[src/hw/dcd_cfg.svh]
`ifndef DCD_CFG_SVH
`define DCD_CFG_SVH
// -----------------------------------------------------------------
// Link widths and mode register fields
// -----------------------------------------------------------------
`define DCD_ADDR_W 20
`define DCD_BANK_W 4
`define DCD_NBANK 16
`define DCD_MR_NUM 3
`define DCD_MR_RST 20'h00000
`define DCD_MR0_BL_LSB 0
`define DCD_MONE_REF_MULTI 8
`define DCD_MTWO_WR_LSB 3
`define DCD_BL_CODE_MAX 2'h2
// -----------------------------------------------------------------
// Controller register offsets and fields
// -----------------------------------------------------------------
`define DCD_REG_CMD 6'h00
`define DCD_REG_ADDR 6'h04
`define DCD_REG_BANK 6'h08
`define DCD_REG_WDATA 6'h0C
`define DCD_REG_WMASK 6'h10
`define DCD_REG_BLEN 6'h14
`define DCD_REG_STATUS 6'h18
`define DCD_CMD_DIE_LSB 4
`define DCD_ST_BUSY 0
`define DCD_ST_REFUSED 1
`define DCD_RESP_OK 2'h0
`define DCD_RESP_ERR 2'h2
`endif

[src/hw/dcd_pkg.sv]
package dcd_pkg;
  typedef enum logic [2:0] {
    DCD_NOP = 3'h0,
    DCD_MSET = 3'h1,
    DCD_READ = 3'h2,
    DCD_WRITE = 3'h3,
    DCD_REFR = 3'h4
  } dcd_cmd_t;
  typedef enum logic [1:0] {
    DCD_D_IDLE = 2'h1,
    DCD_D_BURST = 2'h2
  } dcd_dev_st_t;
  typedef enum logic [2:0] {
    DCD_H_IDLE = 3'h1,
    DCD_H_ISSUE = 3'h2,
    DCD_H_BURST = 3'h4
  } dcd_host_st_t;
endpackage

[src/hw/dcd_link_if.sv]
`timescale 1ns/1ps
`include "dcd_cfg.svh"
interface dcd_link_if #(
  parameter int DATA_W = 18
);
  logic die0_select_n;
  logic die1_select_n;
  logic write_en_n;
  logic refresh_n;
  logic [`DCD_ADDR_W-1:0] addr;
  logic [`DCD_BANK_W-1:0] bank;
  logic [DATA_W-1:0] data;
  logic data_mask;
  modport host (
    output die0_select_n, die1_select_n, write_en_n, refresh_n, addr, bank, data, data_mask
  );
  modport dev (
    input die0_select_n, die1_select_n, write_en_n, refresh_n, addr, bank, data, data_mask
  );
endinterface

[src/hw/dcd_host_end.sv]
// Register access over AXI4-Lite and the register offsets were left to the implementer.
`timescale 1ns/1ps
`include "dcd_cfg.svh"
module dcd_host_end import dcd_pkg::*; #(
  parameter int TWO_RANK = 1,
  parameter int DATA_W = 18
) (
  // Clock and reset
  input wire logic I_CLOCK,
  input wire logic I_NRST,
  // AXI4-Lite write channels
  input wire logic [5:0] I_AWADDR,
  input wire logic I_AWVALID,
  output logic O_AWREADY,
  input wire logic [31:0] I_WDATA,
  input wire logic [3:0] I_WSTRB,
  input wire logic I_WVALID,
  output logic O_WREADY,
  output logic [1:0] O_BRESP,
  output logic O_BVALID,
  input wire logic I_BREADY,
  // AXI4-Lite read channels
  input wire logic [5:0] I_ARADDR,
  input wire logic I_ARVALID,
  output logic O_ARREADY,
  output logic [31:0] O_RDATA,
  output logic [1:0] O_RRESP,
  output logic O_RVALID,
  input wire logic I_RREADY,
  // Command and data link
  dcd_link_if.host LINK
);
  initial begin
    if (TWO_RANK != 0 && TWO_RANK != 1) $error("TWO_RANK must be 0 or 1");
    if (DATA_W < 1 || DATA_W > 32) $error("DATA_W must be 1 to 32");
  end

  // ---------------------------------------------------------------
  // Bus slave
  // ---------------------------------------------------------------
  logic aw_got_ff;
  logic w_got_ff;
  logic [5:0] awaddr_ff;
  logic [31:0] wdata_ff;
  logic [3:0] wstrb_ff;
  logic wr_fire;
  logic wr_map;
  assign wr_fire = aw_got_ff && w_got_ff && !O_BVALID;
  assign wr_map = (awaddr_ff[1:0] == 2'h0) && (awaddr_ff <= `DCD_REG_STATUS);

  always_ff @(posedge I_CLOCK or negedge I_NRST) begin
    if (!I_NRST) begin
      O_AWREADY <= 1'b1;
      O_WREADY <= 1'b1;
      O_BVALID <= 1'b0;
      O_BRESP <= `DCD_RESP_OK;
      aw_got_ff <= 1'b0;
      w_got_ff <= 1'b0;
      awaddr_ff <= 6'h00;
      wdata_ff <= 32'h00000000;
      wstrb_ff <= 4'h0;
    end else begin
      if (I_AWVALID && O_AWREADY) begin
        aw_got_ff <= 1'b1;
        O_AWREADY <= 1'b0;
        awaddr_ff <= I_AWADDR;
      end
      if (I_WVALID && O_WREADY) begin
        w_got_ff <= 1'b1;
        O_WREADY <= 1'b0;
        wdata_ff <= I_WDATA;
        wstrb_ff <= I_WSTRB;
      end
      if (wr_fire) begin
        aw_got_ff <= 1'b0;
        w_got_ff <= 1'b0;
        O_BVALID <= 1'b1;
        O_BRESP <= wr_map ? `DCD_RESP_OK : `DCD_RESP_ERR;
      end
      if (O_BVALID && I_BREADY) begin
        O_BVALID <= 1'b0;
        O_AWREADY <= 1'b1;
        O_WREADY <= 1'b1;
      end
    end
  end

  // ---------------------------------------------------------------
  // Control registers
  // ---------------------------------------------------------------
  logic [31:0] bmask;
  logic [5:0] cmd_ff;
  logic [`DCD_ADDR_W-1:0] addr_ff;
  logic [`DCD_BANK_W-1:0] bank_ff;
  logic [DATA_W-1:0] wd_ff;
  logic [7:0] wmask_ff;
  logic [1:0] blen_ff;
  logic refused_ff;
  logic busy;
  logic go;
  logic [31:0] mrg;
  dcd_host_st_t st_ff;
  assign bmask = {{8{wstrb_ff[3]}}, {8{wstrb_ff[2]}}, {8{wstrb_ff[1]}}, {8{wstrb_ff[0]}}};
  assign busy = (st_ff != DCD_H_IDLE);
  assign go = wr_fire && awaddr_ff == `DCD_REG_CMD && wstrb_ff[0] && !busy; // RQ4 RQ10

  always_comb begin
    mrg = 32'h00000000;
    case (awaddr_ff)
      `DCD_REG_CMD: mrg = {26'h0, cmd_ff};
      `DCD_REG_ADDR: mrg = {12'h0, addr_ff};
      `DCD_REG_BANK: mrg = {28'h0, bank_ff};
      `DCD_REG_WDATA: mrg = 32'(wd_ff);
      `DCD_REG_WMASK: mrg = {24'h0, wmask_ff};
      `DCD_REG_BLEN: mrg = {30'h0, blen_ff};
      default: mrg = 32'h00000000;
    endcase
    mrg = (mrg & ~bmask) | (wdata_ff & bmask);
  end

  always_ff @(posedge I_CLOCK or negedge I_NRST) begin
    if (!I_NRST) begin
      cmd_ff <= 6'h00;
      addr_ff <= '0;
      bank_ff <= '0;
      wd_ff <= '0;
      wmask_ff <= 8'h00;
      blen_ff <= 2'h0;
      refused_ff <= 1'b0;
    end else begin
      if (wr_fire) begin
        case (awaddr_ff)
          `DCD_REG_CMD: cmd_ff <= busy ? cmd_ff : mrg[5:0];
          `DCD_REG_ADDR: addr_ff <= mrg[`DCD_ADDR_W-1:0];
          `DCD_REG_BANK: bank_ff <= mrg[`DCD_BANK_W-1:0];
          `DCD_REG_WDATA: wd_ff <= mrg[DATA_W-1:0];
          `DCD_REG_WMASK: wmask_ff <= mrg[7:0];
          `DCD_REG_BLEN: blen_ff <= (mrg[1:0] > `DCD_BL_CODE_MAX) ? `DCD_BL_CODE_MAX : mrg[1:0];
          `DCD_REG_STATUS: refused_ff <= refused_ff & ~(wstrb_ff[0] & wdata_ff[`DCD_ST_REFUSED]);
          default: refused_ff <= refused_ff;
        endcase
      end
      // A refusal in the same cycle as its clear is kept.
      if (wr_fire && awaddr_ff == `DCD_REG_CMD && busy) begin
        refused_ff <= 1'b1;
      end
    end
  end

  // ---------------------------------------------------------------
  // Register read
  // ---------------------------------------------------------------
  always_ff @(posedge I_CLOCK or negedge I_NRST) begin
    if (!I_NRST) begin
      O_ARREADY <= 1'b1;
      O_RVALID <= 1'b0;
      O_RDATA <= 32'h00000000;
      O_RRESP <= `DCD_RESP_OK;
    end else if (I_ARVALID && O_ARREADY) begin
      O_ARREADY <= 1'b0;
      O_RVALID <= 1'b1;
      O_RRESP <= `DCD_RESP_OK;
      case (I_ARADDR)
        `DCD_REG_CMD: O_RDATA <= {26'h0, cmd_ff};
        `DCD_REG_ADDR: O_RDATA <= {12'h0, addr_ff};
        `DCD_REG_BANK: O_RDATA <= {28'h0, bank_ff};
        `DCD_REG_WDATA: O_RDATA <= 32'(wd_ff);
        `DCD_REG_WMASK: O_RDATA <= {24'h0, wmask_ff};
        `DCD_REG_BLEN: O_RDATA <= {30'h0, blen_ff};
        `DCD_REG_STATUS: O_RDATA <= {30'h0, refused_ff, busy};
        default: begin
          O_RDATA <= 32'h00000000;
          O_RRESP <= `DCD_RESP_ERR;
        end
      endcase
    end else if (O_RVALID && I_RREADY) begin
      O_RVALID <= 1'b0;
      O_ARREADY <= 1'b1;
    end
  end

  // ---------------------------------------------------------------
  // Link sequencer
  // ---------------------------------------------------------------
  logic [3:0] beat_ff;
  logic [1:0] die;
  logic [2:0] code;
  assign code = cmd_ff[2:0];
  assign die = (TWO_RANK != 0) ? cmd_ff[`DCD_CMD_DIE_LSB+:2] : 2'h1;

  // Idle levels differ by configuration, so the controller drives them here.
  always_ff @(posedge I_CLOCK or negedge I_NRST) begin
    if (!I_NRST) begin
      st_ff <= DCD_H_IDLE;
      beat_ff <= 4'h0;
      LINK.die0_select_n <= 1'b1;
      LINK.die1_select_n <= 1'b1;
      LINK.write_en_n <= 1'b1;
      LINK.refresh_n <= (TWO_RANK == 0);
      LINK.addr <= '0;
      LINK.bank <= '0;
      LINK.data <= '0;
      LINK.data_mask <= 1'b1;
    end else begin
      LINK.die0_select_n <= 1'b1;
      LINK.die1_select_n <= 1'b1;
      LINK.write_en_n <= 1'b1;
      LINK.refresh_n <= (TWO_RANK == 0);
      LINK.data_mask <= 1'b1;
      case (st_ff)
        DCD_H_IDLE: if (go) st_ff <= DCD_H_ISSUE;
        DCD_H_ISSUE: begin
          st_ff <= DCD_H_IDLE;
          if (code == DCD_MSET || code == DCD_READ || code == DCD_WRITE || code == DCD_REFR) begin
            LINK.die0_select_n <= ~die[0];
            LINK.die1_select_n <= ~die[1];
            LINK.write_en_n <= !(code == DCD_MSET || code == DCD_WRITE);
            LINK.refresh_n <= !(code == DCD_MSET || code == DCD_REFR);
            LINK.addr <= addr_ff;
            LINK.bank <= bank_ff;
          end
          if (code == DCD_WRITE) begin
            st_ff <= DCD_H_BURST;
            beat_ff <= 4'h0;
          end
        end
        DCD_H_BURST: begin
          LINK.data <= wd_ff;
          LINK.data_mask <= wmask_ff[beat_ff[2:0]];
          beat_ff <= beat_ff + 4'h1;
          if (beat_ff == (4'h2 << blen_ff) - 4'h1) st_ff <= DCD_H_IDLE;
        end
        default: st_ff <= DCD_H_IDLE;
      endcase
    end
  end
endmodule

[src/flat_wrapper.sv]
// flat-port wrapper written by rule: the top's interface ports become plain ports
module dcd_host_end_flat import dcd_pkg::*;
#(
  parameter int TWO_RANK = 1,
  parameter int DATA_W = 18
)
  (I_CLOCK, I_NRST, I_AWADDR, I_AWVALID, O_AWREADY, I_WDATA, I_WSTRB, I_WVALID, O_WREADY, O_BRESP, O_BVALID, I_BREADY, I_ARADDR, I_ARVALID, O_ARREADY, O_RDATA, O_RRESP, O_RVALID, I_RREADY, LINK_die0_select_n, LINK_die1_select_n, LINK_write_en_n, LINK_refresh_n, LINK_addr, LINK_bank, LINK_data, LINK_data_mask);
  dcd_link_if #(.DATA_W(DATA_W)) LINK_i ();
  input wire logic I_CLOCK;
  input wire logic I_NRST;
  input wire logic [5:0] I_AWADDR;
  input wire logic I_AWVALID;
  output logic O_AWREADY;
  input wire logic [31:0] I_WDATA;
  input wire logic [3:0] I_WSTRB;
  input wire logic I_WVALID;
  output logic O_WREADY;
  output logic [1:0] O_BRESP;
  output logic O_BVALID;
  input wire logic I_BREADY;
  input wire logic [5:0] I_ARADDR;
  input wire logic I_ARVALID;
  output logic O_ARREADY;
  output logic [31:0] O_RDATA;
  output logic [1:0] O_RRESP;
  output logic O_RVALID;
  input wire logic I_RREADY;
  output wire logic [$bits(LINK_i.die0_select_n)-1:0] LINK_die0_select_n;
  output wire logic [$bits(LINK_i.die1_select_n)-1:0] LINK_die1_select_n;
  output wire logic [$bits(LINK_i.write_en_n)-1:0] LINK_write_en_n;
  output wire logic [$bits(LINK_i.refresh_n)-1:0] LINK_refresh_n;
  output wire logic [$bits(LINK_i.addr)-1:0] LINK_addr;
  output wire logic [$bits(LINK_i.bank)-1:0] LINK_bank;
  output wire logic [$bits(LINK_i.data)-1:0] LINK_data;
  output wire logic [$bits(LINK_i.data_mask)-1:0] LINK_data_mask;
  assign LINK_die0_select_n = LINK_i.die0_select_n;
  assign LINK_die1_select_n = LINK_i.die1_select_n;
  assign LINK_write_en_n = LINK_i.write_en_n;
  assign LINK_refresh_n = LINK_i.refresh_n;
  assign LINK_addr = LINK_i.addr;
  assign LINK_bank = LINK_i.bank;
  assign LINK_data = LINK_i.data;
  assign LINK_data_mask = LINK_i.data_mask;
  dcd_host_end #(.TWO_RANK(TWO_RANK), .DATA_W(DATA_W)) u_core (.I_CLOCK(I_CLOCK), .I_NRST(I_NRST), .I_AWADDR(I_AWADDR), .I_AWVALID(I_AWVALID), .O_AWREADY(O_AWREADY), .I_WDATA(I_WDATA), .I_WSTRB(I_WSTRB), .I_WVALID(I_WVALID), .O_WREADY(O_WREADY), .O_BRESP(O_BRESP), .O_BVALID(O_BVALID), .I_BREADY(I_BREADY), .I_ARADDR(I_ARADDR), .I_ARVALID(I_ARVALID), .O_ARREADY(O_ARREADY), .O_RDATA(O_RDATA), .O_RRESP(O_RRESP), .O_RVALID(O_RVALID), .I_RREADY(I_RREADY), .LINK(LINK_i));
endmodule
[config.mk]
export PLATFORM = sky130hd
export DESIGN_NAME = dcd_host_end_flat
export DESIGN_NICKNAME = d
export VERILOG_FILES = /design/src/hw/dcd_pkg.sv /design/src/hw/dcd_link_if.sv /design/src/hw/dcd_host_end.sv /design/src/flat_wrapper.sv
export VERILOG_INCLUDE_DIRS = /design/src /design/src/hw
export SDC_FILE = /design/constraint.sdc
export NUM_CORES = 1
export LEC_CHECK = 0
export BUFFER_PORTS_ARGS = -buffer_cell sky130_fd_sc_hd__buf_2
export CAP_MARGIN = 5
export CORE_MARGIN = 3
export CORE_UTILIZATION = 55
export CTS_BUF_LIST = sky130_fd_sc_hd__clkbuf_16
export DETAILED_ROUTE_END_ITERATION = 6
export PLACE_DENSITY_LB_ADDON = 0.08
export SYNTH_ARGS = -nofsm -noshare
export SYNTH_HDL_FRONTEND = slang
export SYNTH_SLANG_ARGS = --single-unit
[constraint.sdc]
create_clock -name I_CLOCK -period 2.6 [get_ports I_CLOCK]
set_input_delay 0.13 -clock I_CLOCK [delete_from_list [all_inputs] [get_ports I_CLOCK]]
set_output_delay 0.13 -clock I_CLOCK [all_outputs]
set_load 0.01 [all_outputs]
==> flow_metrics.env, run 1 <==
export IMPL_status="finished clean"
export IMPL_die_width_um=124
export IMPL_fmax_ghz=0.473
export IMPL_track_usage_pct=25.5
export IMPL_numPortBuffers=115
export IMPL_postSynthCellCount=692
export IMPL_cp_required_ns=2.90
export IMPL_start_util_pct=57.0
export IMPL_synth_flop_cell="dfrtp_1"
export IMPL_hold_path_class="in -> reg"
export IMPL_post_cts_buffers=0
export IMPL_ys_seq_area_share_pct=56.2
export IMPL_period_needed_ns=2.11
export IMPL_routed_wl_um=18800
export IMPL_drtIter0Drc=453
export IMPL_clkSlewWorstSetupHoldPaths_ns=0.06
export IMPL_dpl_worst_slack_ns=0.470
export IMPL_combPwrFrac_pct=21.7
export IMPL_layout_common_cells="dfrtp_1 (163), nand2_1 (119), buf_2 (114)"
export IMPL_antennaDiodeCount=0
export IMPL_slew_headroom_pct=48.8
export IMPL_hpwl_um=13400
export IMPL_viasPerCell=5.65
export IMPL_p_per_area_nw_per_um2=879
export IMPL_grt_pass1_wl_um=29800
export IMPL_cp_max_fo=12
export IMPL_antenna_found_initial=0
export IMPL_tns_ns=0
export IMPL_vdd_drop_max_mv=0.596
export IMPL_swShare_pct=32.8
export IMPL_cts_num_sinks=171
export IMPL_cts_buffers=17
export IMPL_synth_edf_count=0
export IMPL_vias=5852
export IMPL_layout_setup_ws_ns=0.486
export IMPL_yosys_register_bits=171
export IMPL_final_common_cell="dfrtp_1"
export IMPL_fin_crit_sh_pct=81.3
export IMPL_tightest_slew_ns=0.766
export IMPL_syn_avg_cell_area_um2=11.0
export IMPL_netlist_area_um2=7640
export IMPL_coreArea_um2=13400
export IMPL_regArea_um2=4290
export IMPL_multi_input_area_um2=3120
export IMPL_start_kind="flop"
export IMPL_ant_nets=0
export IMPL_setup_viol=0
export IMPL_clock_latency_ns=0.42
export IMPL_layout_nets=902
export IMPL_drv_slew=0
export IMPL_yosysUniqueCellTypes=55
export IMPL_rsz0062_at_grt="false"
export IMPL_finalHoldViolations=0
export IMPL_endpoint_kind="flop"
export IMPL_routabilityCongestion=0.913
export IMPL_overflow=0
export IMPL_synth_warnings=0
export IMPL_cts_root_buf="clkbuf_16"
export IMPL_maxCapViolations=0
export IMPL_p_clk_share_pct=29.9
export IMPL_detail_route_first_pass_iterations=6
export IMPL_worstPathArrival_ns=2.42
export IMPL_worstSetupPathType="reg -> reg"
export IMPL_die_area_um2=15300
export IMPL_nFillCells=1032
export IMPL_drc=0
export IMPL_clockBufferDepth=2
export IMPL_synthArstFlopShare_pct=100
export IMPL_dieHeight_um=124
export IMPL_final_layout_size_suffix_gt1_share_pct=30.5
export IMPL_p_int_mw=5.53
export IMPL_cts_tree="yes"
export IMPL_row_count=42
export IMPL_seqPwrFrac_pct=48.4
export IMPL_skew_ns=0.00623
export IMPL_grt_max_degree=79
export IMPL_power_leakage_nw=4.63
export IMPL_grt_pass1_vias=5677
export IMPL_wl_per_cell_um=18.2
export IMPL_pin_count=143
export IMPL_htreeDepth=4
export IMPL_switching_power_mw=2.70
export IMPL_area_delta_synth_final_pct=22.5
[repair_timing]
action	in CTS	in global routing
endpoints found under the setup margin	0	0
hold endpoints to repair	107	0
resized for setup	0	0
hold buffers	36	0
[worst max-delay path, cell delays in order (launching register included)]
cell	delay (ns)
dfrtp_1	0.46
or4_4	0.60
nor3_4	0.36
buf_12	0.20
nand2_1	0.09
mux2_2	0.29
[synthesized netlist by cell type, types with 2 or more instances]
library cell | instances | area share, %
nor3_1 | 3 | 0.20
nor3b_1 | 5 | 0.49
nand2b_1 | 3 | 0.25
a21oi_1 | 40 | 2.6
or3_1 | 4 | 0.33
o22ai_1 | 3 | 0.25
and3b_1 | 2 | 0.23
nand3_1 | 19 | 1.2
and2_0 | 2 | 0.16
and3_1 | 5 | 0.41
buf_4 | 16 | 1.6
a22o_1 | 3 | 0.34
nand4_1 | 3 | 0.25
dfstp_2 | 8 | 2.8
nand2_1 | 119 | 5.8
a31oi_1 | 3 | 0.25
dfrtp_1 | 163 | 53
mux2_2 | 80 | 12
xor2_1 | 3 | 0.34
mux2i_1 | 19 | 2.5
a21o_1 | 2 | 0.20
buf_2 | 7 | 0.46
nand3b_1 | 2 | 0.20
clkbuf_1 | 18 | 0.88
buf_1 | 5 | 0.25
mux4_2 | 5 | 1.5
inv_1 | 10 | 0.49
a32o_1 | 2 | 0.26
nor2_1 | 38 | 1.9
a222oi_1 | 2 | 0.26
o31ai_1 | 3 | 0.29
a22oi_1 | 17 | 1.7
o21ai_0 | 51 | 3.3
and2_1 | 6 | 0.49
[cell type report]
cell class / instances / area share, %
well taps: 176 / 2.35
inverters: 10 / 0.401
clock buffers: 17 / 4.55
repair buffers: 168 / 12.0
multi-input cells: 478 / 33.3
clock inverters: 15 / 1.59
flip-flops and latches: 171 / 45.8
[metal layers]
metal / track usage [%] / vias up / wire (um)
met5: 0 / - / 0
met4: 8.24 / 0 / 328
met3: 4.68 / 25 / 1180
met2: 37.7 / 216 / 8430
met1: 38.2 / 2875 / 8860
li1: - / 2736 / -
[sequential cells by signal (all words and copies together) (netlist names), 3 cells and up]
signal,count
u_core.cmd_ff,6
u_core.addr_ff,20
u_core.bank_ff,4
u_core.wmask_ff,8
u_core.beat_ff,4
u_core.awaddr_ff,6
u_core.wstrb_ff,3
u_core.LINK.data,18
u_core.O_RDATA,20
u_core.st_ff,3
u_core.wdata_ff,20
u_core.LINK.bank,4
u_core.LINK.addr,20
u_core.wd_ff,18
[final timing paths]
path	from	end	slack, ns	depth (start not counted)
min in group asynchronous	I_NRST	u_core.LINK.data[2]	0.34	2
min reg2reg	u_core.LINK.data[1]	u_core.LINK.data[1]	0.47	2
max	u_core.awaddr_ff[1]	u_core.addr_ff[19]	0.49	5
max in group asynchronous	I_NRST	u_core.O_ARREADY	1.50	3
min	I_ARADDR[4]	u_core.O_RDATA[6]	0.31	4
max reg2reg	u_core.awaddr_ff[1]	u_core.addr_ff[19]	0.49	5
[stage by stage]
stage | util (%) | power (mW) | instances | area (um2) | hold WS, ns
after floorplan | - | 5.01 | 705 | 7690 | -0.166
after global placement | 62.9 | 5.60 | 967 | 8420 | 0.209
after detailed placement | 62.9 | 5.72 | 967 | 8420 | 0.222
after CTS | 69.8 | 8.22 | 1035 | 9360 | 0.301
after global routing | 69.8 | 8.64 | 1035 | 9360 | 0.333
final | 69.8 | 8.23 | 1035 | 9360 | 0.311
[power groups by stage]
stage	clock network [mW]	logic (mW)	registers, mW
2_1_floorplan	0	1.31	3.70
3_3_place_gp	0	1.66	3.94
3_5_place_dp	0	1.72	4.00
4_1_cts	2.49	1.78	3.96
5_1_grt	2.60	1.98	4.06
6_report	2.46	1.79	3.98
[logic make-up after synthesis]
logic type / share of synthesized area, %
AND/OR/NAND/NOR: 13.3
other: 0.0491
XOR/XNOR: 0.344
multiplexers: 15.8
adder cells (fa/ha/maj): 0.164
AO/OA/AOI/OAI: 10.6
flip-flops: 56.2
buffers and inverters: 3.65
Power figures use the tool's default switching activity.
==> run 2: changes to the inputs <==
- clock period: 2.6 -> 2.2 ns (I/O delays scaled with it)
==> flow_metrics.env, run 2 (synthesis gave the netlist of run 1 again) <==
export IMPL_layout_common_cells="dfrtp_1 (162), nand2_1 (119), buf_2 (114)"
export IMPL_cp_required_ns=2.52
export IMPL_start_kind="flop"
export IMPL_power_leakage_nw=4.69
export IMPL_coreArea_um2=13400
export IMPL_worstPathArrival_ns=2.32
export IMPL_post_cts_buffers=0
export IMPL_vias=6052
export IMPL_worstSetupPathType="reg -> reg"
export IMPL_p_int_mw=6.61
export IMPL_hpwl_um=13700
export IMPL_track_usage_pct=26.5
export IMPL_vdd_drop_max_mv=0.747
export IMPL_switching_power_mw=3.27
export IMPL_crit_family="simple AND/OR/NAND/NOR gates"
export IMPL_maxCapViolations=0
export IMPL_antennaDiodeCount=0
export IMPL_grt_pass1_vias=5862
export IMPL_final_layout_size_suffix_gt1_share_pct=31.5
export IMPL_r2r_start="u_core.awaddr_ff[2]"
export IMPL_skew_ns=0.0127
export IMPL_combPwrFrac_pct=23.2
export IMPL_detail_route_first_pass_iterations=6
export IMPL_seqPwrFrac_pct=47.2
export IMPL_status="finished clean"
export IMPL_r2r_setup_slack_ns=0.20
export IMPL_period_needed_ns=2.00
export IMPL_cpPeakStageDelay_ns=0.50
export IMPL_routabilityCongestion=0.897
export IMPL_start_util_pct=57.0
export IMPL_drtIter0Drc=578
export IMPL_dieHeight_um=124
export IMPL_totalPowerFinal_mw=9.87
export IMPL_numPortBuffers=115
export IMPL_crit_buf_inv=1
export IMPL_fmax_ghz=0.499
export IMPL_fin_crit_sh_pct=91.1
export IMPL_clock_latency_ns=0.43
export IMPL_endpoint_kind="flop"
export IMPL_tightest_slew_ns=0.762
export IMPL_antenna_found_initial=0
export IMPL_fin_area_um2=9460
export IMPL_cp_max_fo=11
export IMPL_cp_slowest_cell="dfrtp_2"
export IMPL_grt_max_degree=55
export IMPL_die_width_um=124
export IMPL_ant_nets=0
export IMPL_startpoint="u_core.awaddr_ff[2]"
export IMPL_cts_root_buf="clkbuf_16"
export IMPL_rr_worst_depth=6
export IMPL_finalHoldViolations=0
export IMPL_final_common_cell="dfrtp_1"
export IMPL_clkSlewWorstSetupHoldPaths_ns=0.06
export IMPL_r2r_end="u_core.wd_ff[13]"
export IMPL_p_clk_share_pct=29.6
export IMPL_p_per_area_nw_per_um2=1040
export IMPL_clockBufferDepth=2
export IMPL_htreeDepth=4
export IMPL_grt_pass1_wl_um=30900
export IMPL_tns_ns=0
export IMPL_holdWs_ns=0.206
export IMPL_die_area_um2=15300
export IMPL_layout_nets=915
export IMPL_cts_num_sinks=171
export IMPL_row_count=42
export IMPL_setup_viol=0
export IMPL_drv_slew=0
export IMPL_overflow=0
export IMPL_routed_wl_um=19300
export IMPL_drc=0
export IMPL_swShare_pct=33.1
export IMPL_wl_per_cell_um=18.4
export IMPL_viasPerCell=5.77
export IMPL_area_delta_synth_final_pct=23.8
export IMPL_rsz0062_at_grt="false"
export IMPL_slew_headroom_pct=49.1
export IMPL_hold_path_class="in -> async"
export IMPL_pin_count=143
export IMPL_crit_chain="and2_0, and2_1, buf_4, a22oi_1, o21ai_0, mux2_2"
export IMPL_dpl_cell_area_um2=8490
export IMPL_cts_tree="yes"
export IMPL_cts_buffers=17
[run 2: worst register-to-register path, stage by stage, from the launching register on]
cell	delay, ns
dfrtp_2	0.50
and2_0	0.31
and2_1	0.27
buf_4	0.19
a22oi_1	0.19
o21ai_0	0.13
mux2_2	0.30
[run 2: layout make-up]
cell class / instances / area [um2]
flip-flops and latches: 171 / 4290
well taps: 176 / 220
clock buffers: 17 / 425
inverters: 10 / 37.5
fillers: 997 / 3940
multi-input cells: 478 / 3120
repair buffers: 181 / 1210
clock inverters: 15 / 154
[run 2: metrics by stage]
step,std cells,utilization [%],setup WS (ns)
after floorplan,705,-,0.197
after global placement,978,63.4,0.243
after detailed placement,978,63.4,0.134
after CTS,1048,70.6,0.122
after global routing,1048,70.6,0.0748
final,1048,70.6,0.196
[run 2: worst max-delay path by stage]
stage                               endpoint  slack, ns  depth (start not counted)
after CTS                   u_core.wd_ff[13]       0.12                          6
final                       u_core.wd_ff[13]       0.20                          6
after global placement       u_core.wd_ff[8]       0.24                          6
after global routing      u_core.addr_ff[10]       0.07                          6
after detailed placement    u_core.wd_ff[13]       0.13                          6
after floorplan           u_core.addr_ff[14]       0.20                          4
[run 2: per-layer routing]
layer,GRT usage (%),up-vias,share of wire [%]
met5,0,-,0
met2,40.3,254,46
met4,8.58,0,1.6
met3,4.59,27,7.4
met1,39.2,3013,45
li1,-,2758,-
[run 2: what timing repair did]
action                                 in CTS  in global routing
resized for setup                           0                  2
hold buffers                               38                  0
setup endpoints to repair                   0                  6
endpoints found under the hold margin      85                  0
[run 2: power by group through the flow]
stage | Sequential (mW) | Combinational [mW] | Clock [mW]
6_report | 4.66 | 2.29 | 2.93
5_1_grt | 4.74 | 2.55 | 3.08
4_1_cts | 4.61 | 2.28 | 2.95
3_5_place_dp | 4.66 | 2.19 | 0
3_3_place_gp | 4.62 | 2.09 | 0
2_1_floorplan | 4.37 | 1.54 | 0
